===== src/ilrm_defines.vh =====
/*
  Constants for the receive error monitor: sizes, field positions,
  reset values and limits. Included by the monitor design file only.
*/
`ifndef ILRM_DEFINES_VH
`define ILRM_DEFINES_VH

// Lane count and channel address width
`define ILRM_LANES        12
`define ILRM_CHAN_W       4
`define ILRM_NCHAN        16

// Data word width (one Interlaken data word)
`define ILRM_WORD_W       64

// Local bus width in data words (512-bit bus)
`define ILRM_BUS_WORDS    4'h8
`define ILRM_BUS_MOD_MSB  2

// Burst counters and BurstShort (bytes) widths
`define ILRM_CNT_W        9
`define ILRM_CNT_MAX      9'h1FF
`define ILRM_BSHORT_W     9
`define ILRM_BYTES_SHIFT  3

// Failed alignment attempts before the failure output is raised
`define ILRM_TRIES_W      3
`define ILRM_ALIGN_TRIES  3'h4

// Buffer entry layout: {eop, err, sop, chan, data}
`define ILRM_ENT_W        (`ILRM_WORD_W + `ILRM_CHAN_W + 3)
`define ILRM_F_DATA_LSB   0
`define ILRM_F_CHAN_LSB   `ILRM_WORD_W
`define ILRM_F_SOP        (`ILRM_WORD_W + `ILRM_CHAN_W)
`define ILRM_F_ERR        (`ILRM_WORD_W + `ILRM_CHAN_W + 1)
`define ILRM_F_EOP        (`ILRM_WORD_W + `ILRM_CHAN_W + 2)

// Reset values
`define ILRM_RST_LANES    12'h000
`define ILRM_RST_CHANS    16'h0000

`endif


===== src/ilrm_rx_error_monitor.v =====
/*
  Receive status and error monitor: per-lane meta frame and framing
  error pulses, lane word lock, deskew state and failure, control word
  check, burst rule checks and per-channel packet delineation repair,
  with a two-entry buffer toward the user receive logic.
  Assumes decoded lane events and decoded control/data words arrive
  synchronous to clk_in, at most one word per cycle, and that the
  source holds a word while word_ready_out is low.
*/
// Notes on behaviour
// - Per lane, pulse meta frame word error on bad sync word when locked.
// - Lanes-deskewed high only when all lanes aligned, locked and receiver ready.
// - Raise deskew failure after repeated failed alignment attempts.
// - Raise deskew failure when lanes-deskewed falls after being high.
// - Per locked lane, pulse framing error once per illegal framing pattern.
// - Framing error after alignment is handled as a control word check error.
// - Pulse control word check error when received CRC24 differs from computed.
// - On a check error mark all open packets errored, no attribution.
// - Data for a channel without open packet pulses missing-start error.
// - Missing start: insert SOP before data, flag packet error at EOP.
// - SOP on channel with packet still open pulses missing-end error.
// - Missing end: drop extra SOP, merge packets, flag error at EOP.
// - Every delivered packet begins with SOP and ends with EOP.
// - Pulse burst rule error on spacing or length violation.
// - Burst rule violation marks all open packets errored like CRC24.
// - Spacing violation when burst control words closer than BurstShort.
// - Length violation when non-EOP burst not a multiple of bus width.
// - All status outputs update on the rising clock edge.
// - Word lock high only while lane synced and control words as expected.
// - Burst length counts 64-bit data words between control words.
`include "ilrm_defines.vh"

module ilrm_buf2 #(
  parameter W = 8
) (
  input  wire         clk_in,
  input  wire         nrst_in,
  input  wire         in_valid_in,
  output wire         in_ready_out,
  input  wire [W-1:0] in_data_in,
  output wire         out_valid_out,
  input  wire         out_ready_in,
  output wire [W-1:0] out_data_out
);
  reg  [W-1:0] ent0_q;
  reg  [W-1:0] ent1_q;
  reg  [1:0]   cnt_q;
  wire         push;
  wire         pop;

  assign in_ready_out  = (cnt_q != 2'h2);
  assign out_valid_out = (cnt_q != 2'h0);
  assign out_data_out  = ent0_q;
  assign push          = in_valid_in & in_ready_out;
  assign pop           = out_valid_out & out_ready_in;

  // Entry 0 is the head; entry 1 only holds a word while the head stalls
  always @(posedge clk_in or negedge nrst_in) begin
    if (!nrst_in) begin
      ent0_q <= {W{1'b0}};
      ent1_q <= {W{1'b0}};
      cnt_q  <= 2'h0;
    end else begin
      case ({push, pop})
        2'b10: begin
          if (cnt_q == 2'h0) begin
            ent0_q <= in_data_in;
          end else begin
            ent1_q <= in_data_in;
          end
          cnt_q <= cnt_q + 2'h1;
        end
        2'b01: begin
          ent0_q <= ent1_q;
          cnt_q  <= cnt_q - 2'h1;
        end
        2'b11: begin
          if (cnt_q == 2'h1) begin
            ent0_q <= in_data_in;
          end else begin
            ent0_q <= ent1_q;
            ent1_q <= in_data_in;
          end
        end
        default: begin
          cnt_q <= cnt_q;
        end
      endcase
    end
  end
endmodule // ilrm_buf2

module ilrm_rx_error_monitor (
  input  wire                        clk_in,
  input  wire                        nrst_in,
  // Lane side
  input  wire [`ILRM_LANES-1:0]      lane_boundary_sync_in,
  input  wire [`ILRM_LANES-1:0]      lane_ctl_words_ok_in,
  input  wire [`ILRM_LANES-1:0]      lane_sync_word_bad_in,
  input  wire [`ILRM_LANES-1:0]      lane_framing_bad_in,
  input  wire                        lanes_deskew_done_in,
  input  wire                        align_attempt_fail_in,
  input  wire                        rx_enable_in,
  // Configuration
  input  wire [`ILRM_BSHORT_W-1:0]   burst_short_bytes_in,
  // Decoded word stream
  input  wire                        ctl_valid_in,
  input  wire                        ctl_burst_in,
  input  wire                        ctl_sop_in,
  input  wire                        ctl_eop_in,
  input  wire [`ILRM_CHAN_W-1:0]     ctl_chan_in,
  input  wire [23:0]                 ctl_crc_rcvd_in,
  input  wire [23:0]                 ctl_crc_calc_in,
  input  wire                        data_valid_in,
  input  wire [`ILRM_WORD_W-1:0]     data_word_in,
  output wire                        word_ready_out,
  // Local bus receive side
  output wire                        local_bus_valid_out,
  input  wire                        local_bus_ready_in,
  output wire [`ILRM_WORD_W-1:0]     local_bus_data_out,
  output wire [`ILRM_CHAN_W-1:0]     local_bus_chan_out,
  output wire                        local_bus_sop_out,
  output wire                        local_bus_eop_out,
  output wire                        packet_error_out,
  // Status
  output reg  [`ILRM_LANES-1:0]      lane_word_locked_out,
  output reg  [`ILRM_LANES-1:0]      metaframe_word_error_out,
  output reg  [`ILRM_LANES-1:0]      framing_error_out,
  output reg                         lanes_deskewed_out,
  output reg                         deskew_failure_out,
  output reg                         control_word_check_error_out,
  output reg                         missing_start_error_out,
  output reg                         missing_end_error_out,
  output reg                         burst_rule_error_out
);
  reg  [`ILRM_NCHAN-1:0]   open_q;
  reg  [`ILRM_NCHAN-1:0]   open_d;
  reg  [`ILRM_NCHAN-1:0]   err_q;
  reg  [`ILRM_NCHAN-1:0]   err_d;
  reg  [`ILRM_CHAN_W-1:0]  cur_ch_q;
  reg  [`ILRM_NCHAN-1:0]   sopp_q;
  reg                      pend_v_q;
  reg                      pend_sop_q;
  reg  [`ILRM_WORD_W-1:0]  pend_data_q;
  reg  [`ILRM_CNT_W-1:0]   gap_q;
  reg  [`ILRM_CNT_W-1:0]   blen_q;
  reg                      seen_bcw_q;
  reg  [`ILRM_TRIES_W-1:0] tries_q;
  reg                      msop_d;
  reg                      meop_d;
  reg                      push_d;
  reg  [`ILRM_ENT_W-1:0]   ent_d;
  wire                     buf_ready;
  wire [`ILRM_ENT_W-1:0]   buf_out;
  wire                     ctl_acc;
  wire                     data_acc;
  wire                     crc_bad;
  wire                     frame_bad;
  wire                     spacing_bad;
  wire                     length_bad;
  wire                     burst_bad;
  wire                     mark_all;
  wire                     deskewed_d;
  wire [`ILRM_CNT_W-1:0]   min_gap;

  // Control words take priority if a source ever offers both at once
  assign word_ready_out = buf_ready;
  assign ctl_acc        = ctl_valid_in & buf_ready;
  assign data_acc       = data_valid_in & ~ctl_valid_in & buf_ready;

  assign crc_bad   = ctl_acc & (ctl_crc_rcvd_in != ctl_crc_calc_in);
  assign frame_bad = lanes_deskewed_out & (|(lane_framing_bad_in & lane_word_locked_out));

  assign min_gap     = burst_short_bytes_in >> `ILRM_BYTES_SHIFT;
  assign spacing_bad = ctl_acc & ctl_burst_in & seen_bcw_q & (gap_q < min_gap);
  assign length_bad  = ctl_acc & ~ctl_eop_in & (blen_q[`ILRM_BUS_MOD_MSB:0] != 3'h0);
  assign burst_bad   = spacing_bad | length_bad;

  // Every check failure poisons all open packets
  assign mark_all = crc_bad | frame_bad | burst_bad;

  // Deskewed needs all lanes locked and the receiver enabled
  assign deskewed_d = lanes_deskew_done_in & (&lane_word_locked_out) & rx_enable_in;

  // Packet state and what goes into the buffer this cycle
  always @* begin
    open_d = open_q;
    err_d  = err_q;
    msop_d = 1'b0;
    meop_d = 1'b0;
    push_d = 1'b0;
    ent_d  = {`ILRM_ENT_W{1'b0}};
    ent_d[`ILRM_F_CHAN_LSB +: `ILRM_CHAN_W] = cur_ch_q;
    ent_d[`ILRM_F_DATA_LSB +: `ILRM_WORD_W] = pend_data_q;
    ent_d[`ILRM_F_SOP] = pend_sop_q;
    if (ctl_acc) begin
      // Held last word of the burst leaves now, tagged EOP if this word says so
      push_d = pend_v_q;
      if (ctl_eop_in) begin
        // Error shows with the EOP of the repaired packet
        ent_d[`ILRM_F_EOP] = 1'b1;
        ent_d[`ILRM_F_ERR] = err_q[cur_ch_q] | mark_all;
        open_d[cur_ch_q]   = 1'b0;
        err_d[cur_ch_q]    = 1'b0;
      end
      if (ctl_sop_in) begin
        if (open_d[ctl_chan_in]) begin
          // Drop the surplus SOP and merge
          meop_d = 1'b1;
          err_d[ctl_chan_in] = 1'b1;
        end else begin
          open_d[ctl_chan_in] = 1'b1;
        end
      end
    end else if (data_acc) begin
      push_d = pend_v_q;
      if (!open_q[cur_ch_q]) begin
        // Orphan data gets an inserted SOP
        msop_d = 1'b1;
        open_d[cur_ch_q] = 1'b1;
        err_d[cur_ch_q]  = 1'b1;
      end
    end
    if (mark_all) begin
      err_d = err_d | open_d;
    end
  end

  // Words reach the user side only through the SOP/EOP repair above
  ilrm_buf2 #(
    .W (`ILRM_ENT_W)
  ) u_buf (
    .clk_in        (clk_in),
    .nrst_in       (nrst_in),
    .in_valid_in   (push_d),
    .in_ready_out  (buf_ready),
    .in_data_in    (ent_d),
    .out_valid_out (local_bus_valid_out),
    .out_ready_in  (local_bus_ready_in),
    .out_data_out  (buf_out)
  );

  assign local_bus_data_out = buf_out[`ILRM_F_DATA_LSB +: `ILRM_WORD_W];
  assign local_bus_chan_out = buf_out[`ILRM_F_CHAN_LSB +: `ILRM_CHAN_W];
  assign local_bus_sop_out  = buf_out[`ILRM_F_SOP];
  assign local_bus_eop_out  = buf_out[`ILRM_F_EOP];
  assign packet_error_out   = buf_out[`ILRM_F_ERR];

  always @(posedge clk_in or negedge nrst_in) begin
    if (!nrst_in) begin
      open_q      <= `ILRM_RST_CHANS;
      err_q       <= `ILRM_RST_CHANS;
      cur_ch_q    <= {`ILRM_CHAN_W{1'b0}};
      sopp_q      <= `ILRM_RST_CHANS;
      pend_v_q    <= 1'b0;
      pend_sop_q  <= 1'b0;
      pend_data_q <= {`ILRM_WORD_W{1'b0}};
    end else begin
      open_q <= open_d;
      err_q  <= err_d;
      if (ctl_acc) begin
        pend_v_q <= 1'b0;
        if (ctl_burst_in) begin
          cur_ch_q <= ctl_chan_in;
        end
        // A kept SOP waits per channel, so a second burst control word before data cannot lose it
        if (ctl_sop_in & ~meop_d) begin
          sopp_q[ctl_chan_in] <= 1'b1;
        end
      end else if (data_acc) begin
        pend_v_q         <= 1'b1;
        pend_data_q      <= data_word_in;
        pend_sop_q       <= sopp_q[cur_ch_q] | msop_d;
        sopp_q[cur_ch_q] <= 1'b0;
      end
    end
  end

  // Burst length in data words; spacing in words between burst control words
  always @(posedge clk_in or negedge nrst_in) begin
    if (!nrst_in) begin
      gap_q      <= {`ILRM_CNT_W{1'b0}};
      blen_q     <= {`ILRM_CNT_W{1'b0}};
      seen_bcw_q <= 1'b0;
    end else begin
      if (ctl_acc) begin
        blen_q <= {`ILRM_CNT_W{1'b0}};
        if (ctl_burst_in) begin
          gap_q      <= {`ILRM_CNT_W{1'b0}};
          seen_bcw_q <= 1'b1;
        end else if (gap_q != `ILRM_CNT_MAX) begin
          gap_q <= gap_q + 9'h001;
        end
      end else if (data_acc) begin
        if (blen_q != `ILRM_CNT_MAX) begin
          blen_q <= blen_q + 9'h001;
        end
        if (gap_q != `ILRM_CNT_MAX) begin
          gap_q <= gap_q + 9'h001;
        end
      end
    end
  end

  // All status outputs registered on the rising edge
  always @(posedge clk_in or negedge nrst_in) begin
    if (!nrst_in) begin
      lane_word_locked_out         <= `ILRM_RST_LANES;
      metaframe_word_error_out     <= `ILRM_RST_LANES;
      framing_error_out            <= `ILRM_RST_LANES;
      lanes_deskewed_out           <= 1'b0;
      deskew_failure_out           <= 1'b0;
      control_word_check_error_out <= 1'b0;
      missing_start_error_out      <= 1'b0;
      missing_end_error_out        <= 1'b0;
      burst_rule_error_out         <= 1'b0;
      tries_q                      <= {`ILRM_TRIES_W{1'b0}};
    end else begin
      // Lock needs boundary sync and expected sync/scrambler words
      lane_word_locked_out <= lane_boundary_sync_in & lane_ctl_words_ok_in;
      // Only locked lanes report bad sync words
      metaframe_word_error_out <= lane_sync_word_bad_in & lane_word_locked_out;
      // One pulse per illegal framing pattern
      framing_error_out <= lane_framing_bad_in & lane_word_locked_out;
      lanes_deskewed_out <= deskewed_d;
      // Attempt counter saturates; cleared once aligned
      if (lanes_deskewed_out) begin
        tries_q <= {`ILRM_TRIES_W{1'b0}};
      end else if (align_attempt_fail_in && tries_q != `ILRM_ALIGN_TRIES) begin
        tries_q <= tries_q + 3'h1;
      end
      // Exhausted attempts hold high; loss of alignment pulses
      deskew_failure_out <= (tries_q == `ILRM_ALIGN_TRIES) |
                            (lanes_deskewed_out & ~deskewed_d);
      // Framing after alignment reports as a check error
      control_word_check_error_out <= crc_bad | frame_bad;
      missing_start_error_out <= msop_d;
      missing_end_error_out <= meop_d;
      burst_rule_error_out <= burst_bad;
    end
  end
endmodule // ilrm_rx_error_monitor


===== config.mk =====
export PLATFORM = sky130hd
export DESIGN_NAME = ilrm_rx_error_monitor
export DESIGN_NICKNAME = d
export VERILOG_FILES = /design/src/ilrm_rx_error_monitor.v
export VERILOG_INCLUDE_DIRS = /design/src /design/src/src
export SDC_FILE = /design/constraint.sdc
export NUM_CORES = 1
export LEC_CHECK = 0
export BUFFER_PORTS_ARGS = -buffer_cell sky130_fd_sc_hd__buf_4
export CORE_MARGIN = 2
export CORE_UTILIZATION = 35
export DETAILED_ROUTE_END_ITERATION = 10
export GPL_TIMING_DRIVEN = 0
export SLEW_MARGIN = 20
export SYNTH_ARGS = -nofsm -noshare
export SYNTH_HDL_FRONTEND = slang
export SYNTH_SLANG_ARGS = --single-unit

===== constraint.sdc =====
create_clock -name clk_in -period 6.92 [get_ports clk_in]
set_input_delay 1.384 -clock clk_in [delete_from_list [all_inputs] [get_ports clk_in]]
set_output_delay 1.384 -clock clk_in [all_outputs]
set_load 0.02 [all_outputs]

==> impl_metrics.ini, run 1 <==
[placed_design]
placed_cell_area_um2 = 17600
gp_congestion = 0.923
hpwlAfterDp_um = 30400
portBuffers = 293

[logic_synthesis]
synth_commonest_cells = nand2_1 (327), dfrtp_1 (326), o21ai_0 (99), clkbuf_1 (76)
synth-adder-area-share_pct = 1.46
synth_compound_area_share_pct = 13.5
synth_area_um2 = 14600
yosysMostFrequentCell = nand2_1
synth_seq_area_share_pct = 55.9
synth_area_leaders = dfrtp_1 (56%), nand2_1 (8.4%), mux2_2 (5.4%)
synth_warnings = 0
syn_area_per_cell_um2 = 10.5
synthCells = 1388
synth_flop_cell = dfrtp_1
synth_top_family_by_area = simple AND/OR/NAND/NOR gates
synth-seq-cells = 326
synth_largest_area_cell = dfrtp_1
synth-edff-count = 0
synth-simple-area-share_pct = 15.5
synthDistinctLibCells = 67
synth-async-reset-ratio_pct = 100
synth-xor-area-share_pct = 2.10
synth_nets = 1589
synthMuxAreaShare_pct = 8.55
synth_top_area_share_pct = 55.9

[setup_path]
cp_num_cells = 11
cp-start-kind = primary input
path_buf_inv = 5
crit_path_end = u_buf.out_data_out[18]
rr_startpoint = u_buf.cnt_q[0]
r2r_end = u_buf.out_data_out[18]
slowest_stage = a21oi_1
path_cells = buf_4 > or3b_2 > clkbuf_1 > nand2_1 > nand2_1 > inv_1 > a21oi_1 > clkbuf_1 > clkbuf_1 > nand2_1 > o21ai_0
crit_type = in -> reg
cp_max_fo = 10
r2r_slack_ns = 2.60
max_stage_delay_ns = 0.72
worstRegToRegCells = 12
worst_ep_arrival_time_ns = 4.87
cp-startpoint = data_valid_in
critical_path.top_delay_family = buffers and inverters
end_kind = flip-flop
cp.required_ns = 7.38

[floorplan]
dieWidth_um = 208
initial_core_util_pct = 35.6
ios = 299
rows = 74
die_height_um = 208
die_area_um2 = 43300
core_um2 = 41000

[global_routing]
antenna_found_initial = 0
grt_pass1_vias = 12100
overflow = 0
grt_pass1_wl_um = 66700
grt_max_degree = 91
grt_usage_pct = 19.4

[final_layout]
antennaDiodeCount = 0
area.sequential_um2 = 8160
finalInstanceArea_um2 = 18800
multiInputGateArea_um2 = 5990
fill_cells = 3870
area_delta_synth_final_pct = 29.2
drive_gt1_share_pct = 26.7
final_nets = 1927

[hold_path]
hold_class = reg -> reg
hold_depth = 1

[run]
maxCapViolations = 0

[timing]
fmax_mhz = 227
hold_violations = 0
rsz0062_at_grt = false
setup_tns_ns = 0
relSlewSlack_pct = 33.5
finalCritPeriodShare_pct = 63.8
setup_viol = 0
min_period_ns = 4.41
skew_ns = 0.0170
tightest_slew_ns = 0.993
drv_slew = 0

[clock_tree]
cts_hold_buffers = 0
cts_resized = 0
clk_path_buf_depth = 3
htree_levels = 2
cts_tree = done
cts-root-buf = clkbuf_16
clkSlewWorstSetupHoldPaths_ns = 0.06
cts_setup_buffers = 0
cts_made_buffers = 38
insertion_delay_ns = 0.55
clock_sinks = 326

[routing]
drc = 0
first_iter_violations = 934
wl_per_cell_um = 18.4
wirelength_um = 42000
firstDrtPassIters = 6
vias_per_cell = 5.19
final_antenna_net_count = 0
vias = 11900

[run_status]
status = finished, final reports clean

[pwr]
p_leak_nw = 8.78
peakVddDrop_mv = 0.173
powerDensity_nw_per_um2 = 404
report_power, final:
part	leakage [nW]	switching (mW)	total, mW	internal, mW
Sequential	4.07	0.409	2.97	2.56
Combinational	4.09	1.51	2.63	1.12
Clock	0.624	0.798	2.00	1.20
Total	8.78	2.72	7.61	4.89
worst min-delay path by stage:
stage | start | to | slack (ns)
finish | seen_bcw_q | seen_bcw_q | 0.46
global route | u_buf.out_data_out[44] | u_buf.out_data_out[44] | 0.50
global placement | seen_bcw_q | seen_bcw_q | 0.44
CTS | seen_bcw_q | seen_bcw_q | 0.46
floorplan | seen_bcw_q | seen_bcw_q | 0.43
detailed placement | seen_bcw_q | seen_bcw_q | 0.44
layout by cell type, fill, tap and decap left out, drive strengths merged, types with 17 or more instances in the layout:
cell type    n
a21oi       43
a22oi       70
a31oi       19
and2        43
buf        311
clkbuf     136
dfrtp      326
ha          17
inv         20
mux2        70
mux4        19
nand2      327
nor2        41
nor3        17
o21ai      100
xor2        23
cells by family (layout without fill, tap and decap cells):
group	count (synthesis)	count (layout)
XOR/XNOR	35	35
buffers and inverters	110	476
AND/OR/NAND/NOR	505	505
AO/OA/AOI/OAI	303	303
multiplexers	92	92
adder cells (fa/ha/maj)	17	17
flip-flops	326	326
per-layer routing:
| metal | vias to the layer above | routed length [um] | global-route usage (%) |
|---|---|---|---|
| li1 | 5531 | - | - |
| met1 | 5869 | 18700 | 26.3 |
| met2 | 394 | 19800 | 31.5 |
| met3 | 61 | 2770 | 4.36 |
| met4 | 0 | 764 | 5.06 |
| met5 | - | 0 | 0 |
area by class of cell:
| class | instances | area share [%] |
|---|---|---|
| flip-flops and latches | 326 | 43.3 |
| multi-input cells | 952 | 31.8 |
| repair buffers | 298 | 12.3 |
| clock buffers | 59 | 6.22 |
| well taps | 532 | 3.53 |
| plain buffers | 90 | 1.93 |
| clock inverters | 9 | 0.505 |
| inverters | 20 | 0.398 |
registers in the layout, summed over array words and instances, names as in the netlist, 2 cells and up:
register / cells
metaframe_word_error_out: 12
lane_word_locked_out: 12
err_q: 16
gap_q: 9
blen_q: 9
u_buf.out_data_out: 71
framing_error_out: 12
open_q: 16
pend_data_q: 64
cur_ch_q: 4
sopp_q: 16
u_buf.ent1_q: 71
u_buf.cnt_q: 2
tries_q: 3
through the flow:
stage	power, mW	instances	setup WS, ns	hold slack (ns)	util [%]
floorplan	4.60	1388	3.18	0.425	-
global placement	5.56	2213	1.44	0.445	42.5
detailed placement	5.65	2218	1.88	0.444	42.8
CTS	7.68	2286	2.44	0.461	45.9
global route	8.10	2286	2.29	0.502	45.9
finish	7.61	2286	2.51	0.458	45.9
(Power assumes the default switching activity.)
==> run 2: changes to the inputs <==
Clock period 6.92 ns to 3.59 ns, I/O delays scaled along.
==> impl_metrics.ini, run 2 (synthesis gave the netlist of run 1 again) <==
[run_status]
status = finished, final reports clean

[pwr]
comb_power_share_pct = 34.8
power_mw = 14.7
pwr-share-seq_pct = 39.0
peakVddDrop_mv = 0.342
p_leak_nw = 8.86
powerDensity_nw_per_um2 = 778
p_sw_share_pct = 35.7
power.share.clock_pct = 26.2
p_int_mw = 9.46
switching_power_mw = 5.26

[floorplan]
dieWidth_um = 208
rows = 74
die_area_um2 = 43300
initial_core_util_pct = 35.6
ios = 299
die_height_um = 208
core_um2 = 41000

[clock_tree]
clkSlewWorstSetupHoldPaths_ns = 0.06
htree_levels = 2
cts_made_buffers = 38
cts-root-buf = clkbuf_16
cts_tree = done
cts_hold_buffers = 0
clock_sinks = 326
clk_path_buf_depth = 3
insertion_delay_ns = 0.55

[routing]
drc = 0
vias = 11900
firstDrtPassIters = 5
vias_per_cell = 5.19
wl_per_cell_um = 18.4
first_iter_violations = 920
final_antenna_net_count = 0
wirelength_um = 42000

[hold_path]
hold_class = in -> async

[global_routing]
grt_pass1_vias = 12100
grt_max_degree = 91
overflow = 0
grt_usage_pct = 19.4
antenna_found_initial = 0
grt_pass1_wl_um = 66800

[final_layout]
area.sequential_um2 = 8160
final_nets = 1927
antennaDiodeCount = 0
layout_common_cells = dfrtp_1 (326), nand2_1 (324), buf_4 (294)
drive_gt1_share_pct = 28.4
multiInputGateArea_um2 = 6010
final_common_cell = dfrtp_1
fill_cells = 3878
fin_util_pct = 46.1
area_delta_synth_final_pct = 29.6

[timing]
setup_tns_ns = 0
fmax_mhz = 298
hold_violations = 0
finalCritPeriodShare_pct = 93.5
min_period_ns = 3.36
setup_viol = 0
relSlewSlack_pct = 31.8
fin_hold_ws_ns = 0.0294
rsz0062_at_grt = false
drv_slew = 0
skew_ns = 0.0176
tightest_slew_ns = 1.02

[setup_path]
rr_startpoint = u_buf.cnt_q[0]
slowest_stage = or3b_2
cp-start-kind = flip-flop
path_cells = inv_1 > ha_1 > or3b_2 > nand2_2 > nand2_1 > inv_1 > ha_1 > nand2_1 > o211ai_1 > buf_4 > clkbuf_2 > mux2_2
cp_num_cells = 12
critical_path.top_delay_family = simple AND/OR/NAND/NOR gates
path_buf_inv = 4
max_stage_delay_ns = 0.71
crit_type = reg -> reg
r2r_end = u_buf.ent1_q[38]
worstRegToRegCells = 12
end_kind = flip-flop
crit_path_end = u_buf.ent1_q[38]
cp.required_ns = 4.02
r2r_slack_ns = 0.23
cp_max_fo = 10
worst_ep_arrival_time_ns = 3.78
cp-startpoint = u_buf.cnt_q[0]

[placed_design]
hpwlAfterDp_um = 30400
gp_congestion = 0.923
portBuffers = 293

[run]
maxCapViolations = 0
==> run 2: changes by cell type in the layout (fill, tap and decap cells not counted), moves of 3 or more <==
cell,change
nand2_1,-3
nand2_2,+3
clkbuf_1,-26
clkbuf_2,+24
==> run 2: area by class of cell <==
type	count	area share [%]
Sequential cell	326	43.2
Tap cell	532	3.52
Timing Repair Buffer	299	12.3
Multi-Input combinational cell	952	31.8
Inverter	20	0.397
Buffer	89	2.06
Clock buffer	59	6.20
Clock inverter	9	0.503
==> run 2: worst min path at each step <==
stage,slack (ns),startpoint,end
3_5_place_dp,0.44,seen_bcw_q,seen_bcw_q
2_1_floorplan,0.42,nrst_in,blen_q[0]
6_report,0.03,nrst_in,u_buf.out_data_out[22]
5_1_grt,0.03,nrst_in,pend_data_q[19]
4_1_cts,0.02,nrst_in,u_buf.out_data_out[22]
3_3_place_gp,0.44,seen_bcw_q,seen_bcw_q
==> run 2: per-layer routing <==
| layer | global-route usage (%) | part of all wire [%] | vias up |
|---|---|---|---|
| met4 | 5.06 | 2.0 | 0 |
| met2 | 31.5 | 47 | 423 |
| met3 | 4.36 | 7.1 | 68 |
| li1 | - | - | 5534 |
| met5 | 0 | 0 | - |
| met1 | 26.3 | 44 | 5841 |
==> run 2: power by group through the flow <==
| stage | sequential [mW] | clock, mW | combinational, mW |
|---|---|---|---|
| after global placement | 5.73 | 0 | 4.99 |
| after global routing | 5.90 | 4.11 | 5.65 |
| after floorplan | 5.96 | 0 | 2.91 |
| after CTS | 5.73 | 3.96 | 5.14 |
| after detailed placement | 5.79 | 0 | 5.10 |
| final | 5.73 | 3.86 | 5.12 |
==> run 2: stage by stage <==
| step | instances | cell area (um^2) | setup WS, ns |
|---|---|---|---|
| final | 2286 | 18900 | 0.234 |
| after floorplan | 1388 | 14600 | 0.518 |
| after detailed placement | 2218 | 17600 | -0.787 |
| after CTS | 2286 | 18900 | -0.0327 |
| after global placement | 2213 | 17400 | -1.23 |
| after global routing | 2286 | 18900 | 0.00208 |
==> run 2: what timing repair did <==
item                                    in CTS  in global routing
buffers inserted                             1                  0
pin swaps                                    1                  0
endpoints found under the setup margin     141                140
resized for setup                           14                 30
==> run 3: changes to the inputs <==
Settings changed: REMOVE_ABC_BUFFERS from default to 1.
==> impl_metrics.ini, run 3 (synthesis gave the netlist of run 1 again) <==
[run_status]
status = finished, violations left
violations = design-rule violations

[floorplan]
ios = 299
die_area_um2 = 43300
initial_core_util_pct = 35.6
die_height_um = 208
dieWidth_um = 208
core_um2 = 41000
rows = 74

[placed_design]
portBuffers = 295
hpwlAfterDp_um = 27500
gp_congestion = 0.876

[clock_tree]
htree_levels = 2
clkSlewWorstSetupHoldPaths_ns = 0.06
cts-root-buf = clkbuf_16
insertion_delay_ns = 0.54
cts_hold_buffers = 0
clk_path_buf_depth = 3
clock_sinks = 326
cts_made_buffers = 39
cts_tree = done

[pwr]
powerDensity_nw_per_um2 = 790
pwr-share-seq_pct = 38.8
power.share.clock_pct = 27.2
switching_power_mw = 5.23
comb_power_share_pct = 34.0
peakVddDrop_mv = 0.341
p_sw_share_pct = 34.7
p_leak_nw = 8.92
p_int_mw = 9.84
power_mw = 15.1

[routing]
first_iter_violations = 865
drc = 1
vias = 11700
vias_per_cell = 5.25
final_antenna_net_count = 0
firstDrtPassIters = 10
wl_per_cell_um = 18.3
wirelength_um = 40900

[setup_path]
crit_top_cell = buf_4
cp.required_ns = 3.99
max_stage_delay_ns = 0.41
cp_max_fo = 7
path_cells = inv_1 > ha_4 > or3b_4 > nand2_4 > nand2_1 > inv_1 > ha_1 > nand2_1 > o211ai_1 > buf_4 > buf_4 > buf_4 > buf_4 > buf_4 > mux2_2
slowest_stage = or3b_4
end_kind = flip-flop
worst_ep_arrival_time_ns = 3.80
cp-start-kind = flip-flop
crit_type = reg -> reg

[final_layout]
antennaDiodeCount = 0
fin_util_pct = 46.5
area_delta_synth_final_pct = 30.8
drive_gt1_share_pct = 29.8
final_nets = 1872
fill_cells = 3777
layout_common_cells = nand2_1 (324), dfrtp_1 (324), buf_4 (314)

[timing]
hold_violations = 0
relSlewSlack_pct = 25.3
drv_slew = 0
fmax_mhz = 295
setup_viol = 0
fin_hold_ws_ns = 0.173
finalCritPeriodShare_pct = 94.5
tightest_slew_ns = 1.12
min_period_ns = 3.39
rsz0062_at_grt = false
skew_ns = 0.0232

[hold_path]
hold_class = in -> async

[run]
maxCapViolations = 0

[global_routing]
grt_usage_pct = 18.7
overflow = 0
grt_pass1_wl_um = 65300
grt_max_degree = 97
antenna_found_initial = 0
grt_pass1_vias = 12000
run 3: critical path: cells and delay by family (launching register included):
kind / cells / cell delay [ns]
flops: 1 / 0.39
simple gates: 4 / 0.75
mux: 1 / 0.35
buf+inv: 7 / 1.17
compound gates: 1 / 0.16
fa+ha+maj: 2 / 0.43
run 3: final cells by class:
class | instances | area (um^2) | share of cell area [%]
clock buffer | 54 | 1120 | 5.89
clock inverter | 16 | 219 | 1.15
inverter | 20 | 78.8 | 0.413
multi-input combinational | 954 | 6080 | 31.9
sequential | 326 | 8160 | 42.8
tap | 532 | 666 | 3.49
timing repair buffer | 330 | 2740 | 14.4
run 3: repair_timing:
item | 4_1_cts | 5_1_grt
pin swaps | 2 | 1
endpoints found under the setup margin | 70 | 8
cloned | 1 | 1
gates resized for setup | 3 | 4
setup buffers | 2 | 1
run 3: stage by stage:
step                setup slack (ns)  instance area [um^2]  instances  TNS (ns)
global placement               -8.63                 17100       2125  -1842.19
floorplan                      -3.69                 14200       1298   -515.58
CTS                           0.0169                 19000       2230         0
global route                 0.00568                 19100       2232         0
finish                         0.198                 19100       2232         0
detailed placement            -0.797                 17600       2157    -23.97
run 3: routing by layer:
metal  vias to the layer above  share of wire, %  wire length [um]  global-route usage (%)
met3                        72               6.6              2710                    3.88
met4                         0               2.2               909                    5.53
li1                       5429                 -                 -                       -
met5                         -                 0                 0                       0
met2                       419                47             19300                    30.5
met1                      5787                44             18000                    25.3
run 3: power by group through the flow:
stage,Combinational (mW),Clock [mW],Sequential [mW]
after floorplan,2.78,0,6.03
after global placement,4.76,0,5.84
after detailed placement,5.08,0,5.90
after CTS,5.13,4.23,5.84
after global routing,5.62,4.39,6.01
final,5.13,4.10,5.84
run 3: worst paths after layout:
check	from	end	slack (ns)	depth (start not counted)
worst max-delay path	u_buf.cnt_q[0]	u_buf.ent1_q[46]	0.20	15
worst min-delay path	nrst_in	u_buf.out_data_out[46]	0.17	1
worst max register to register	u_buf.cnt_q[0]	u_buf.ent1_q[46]	0.20	15
worst min register to register	seen_bcw_q	seen_bcw_q	0.47	1
max in group asynchronous	nrst_in	cur_ch_q[0]	2.20	3
min in group clk_in	data_word_in[38]	pend_data_q[38]	0.37	3
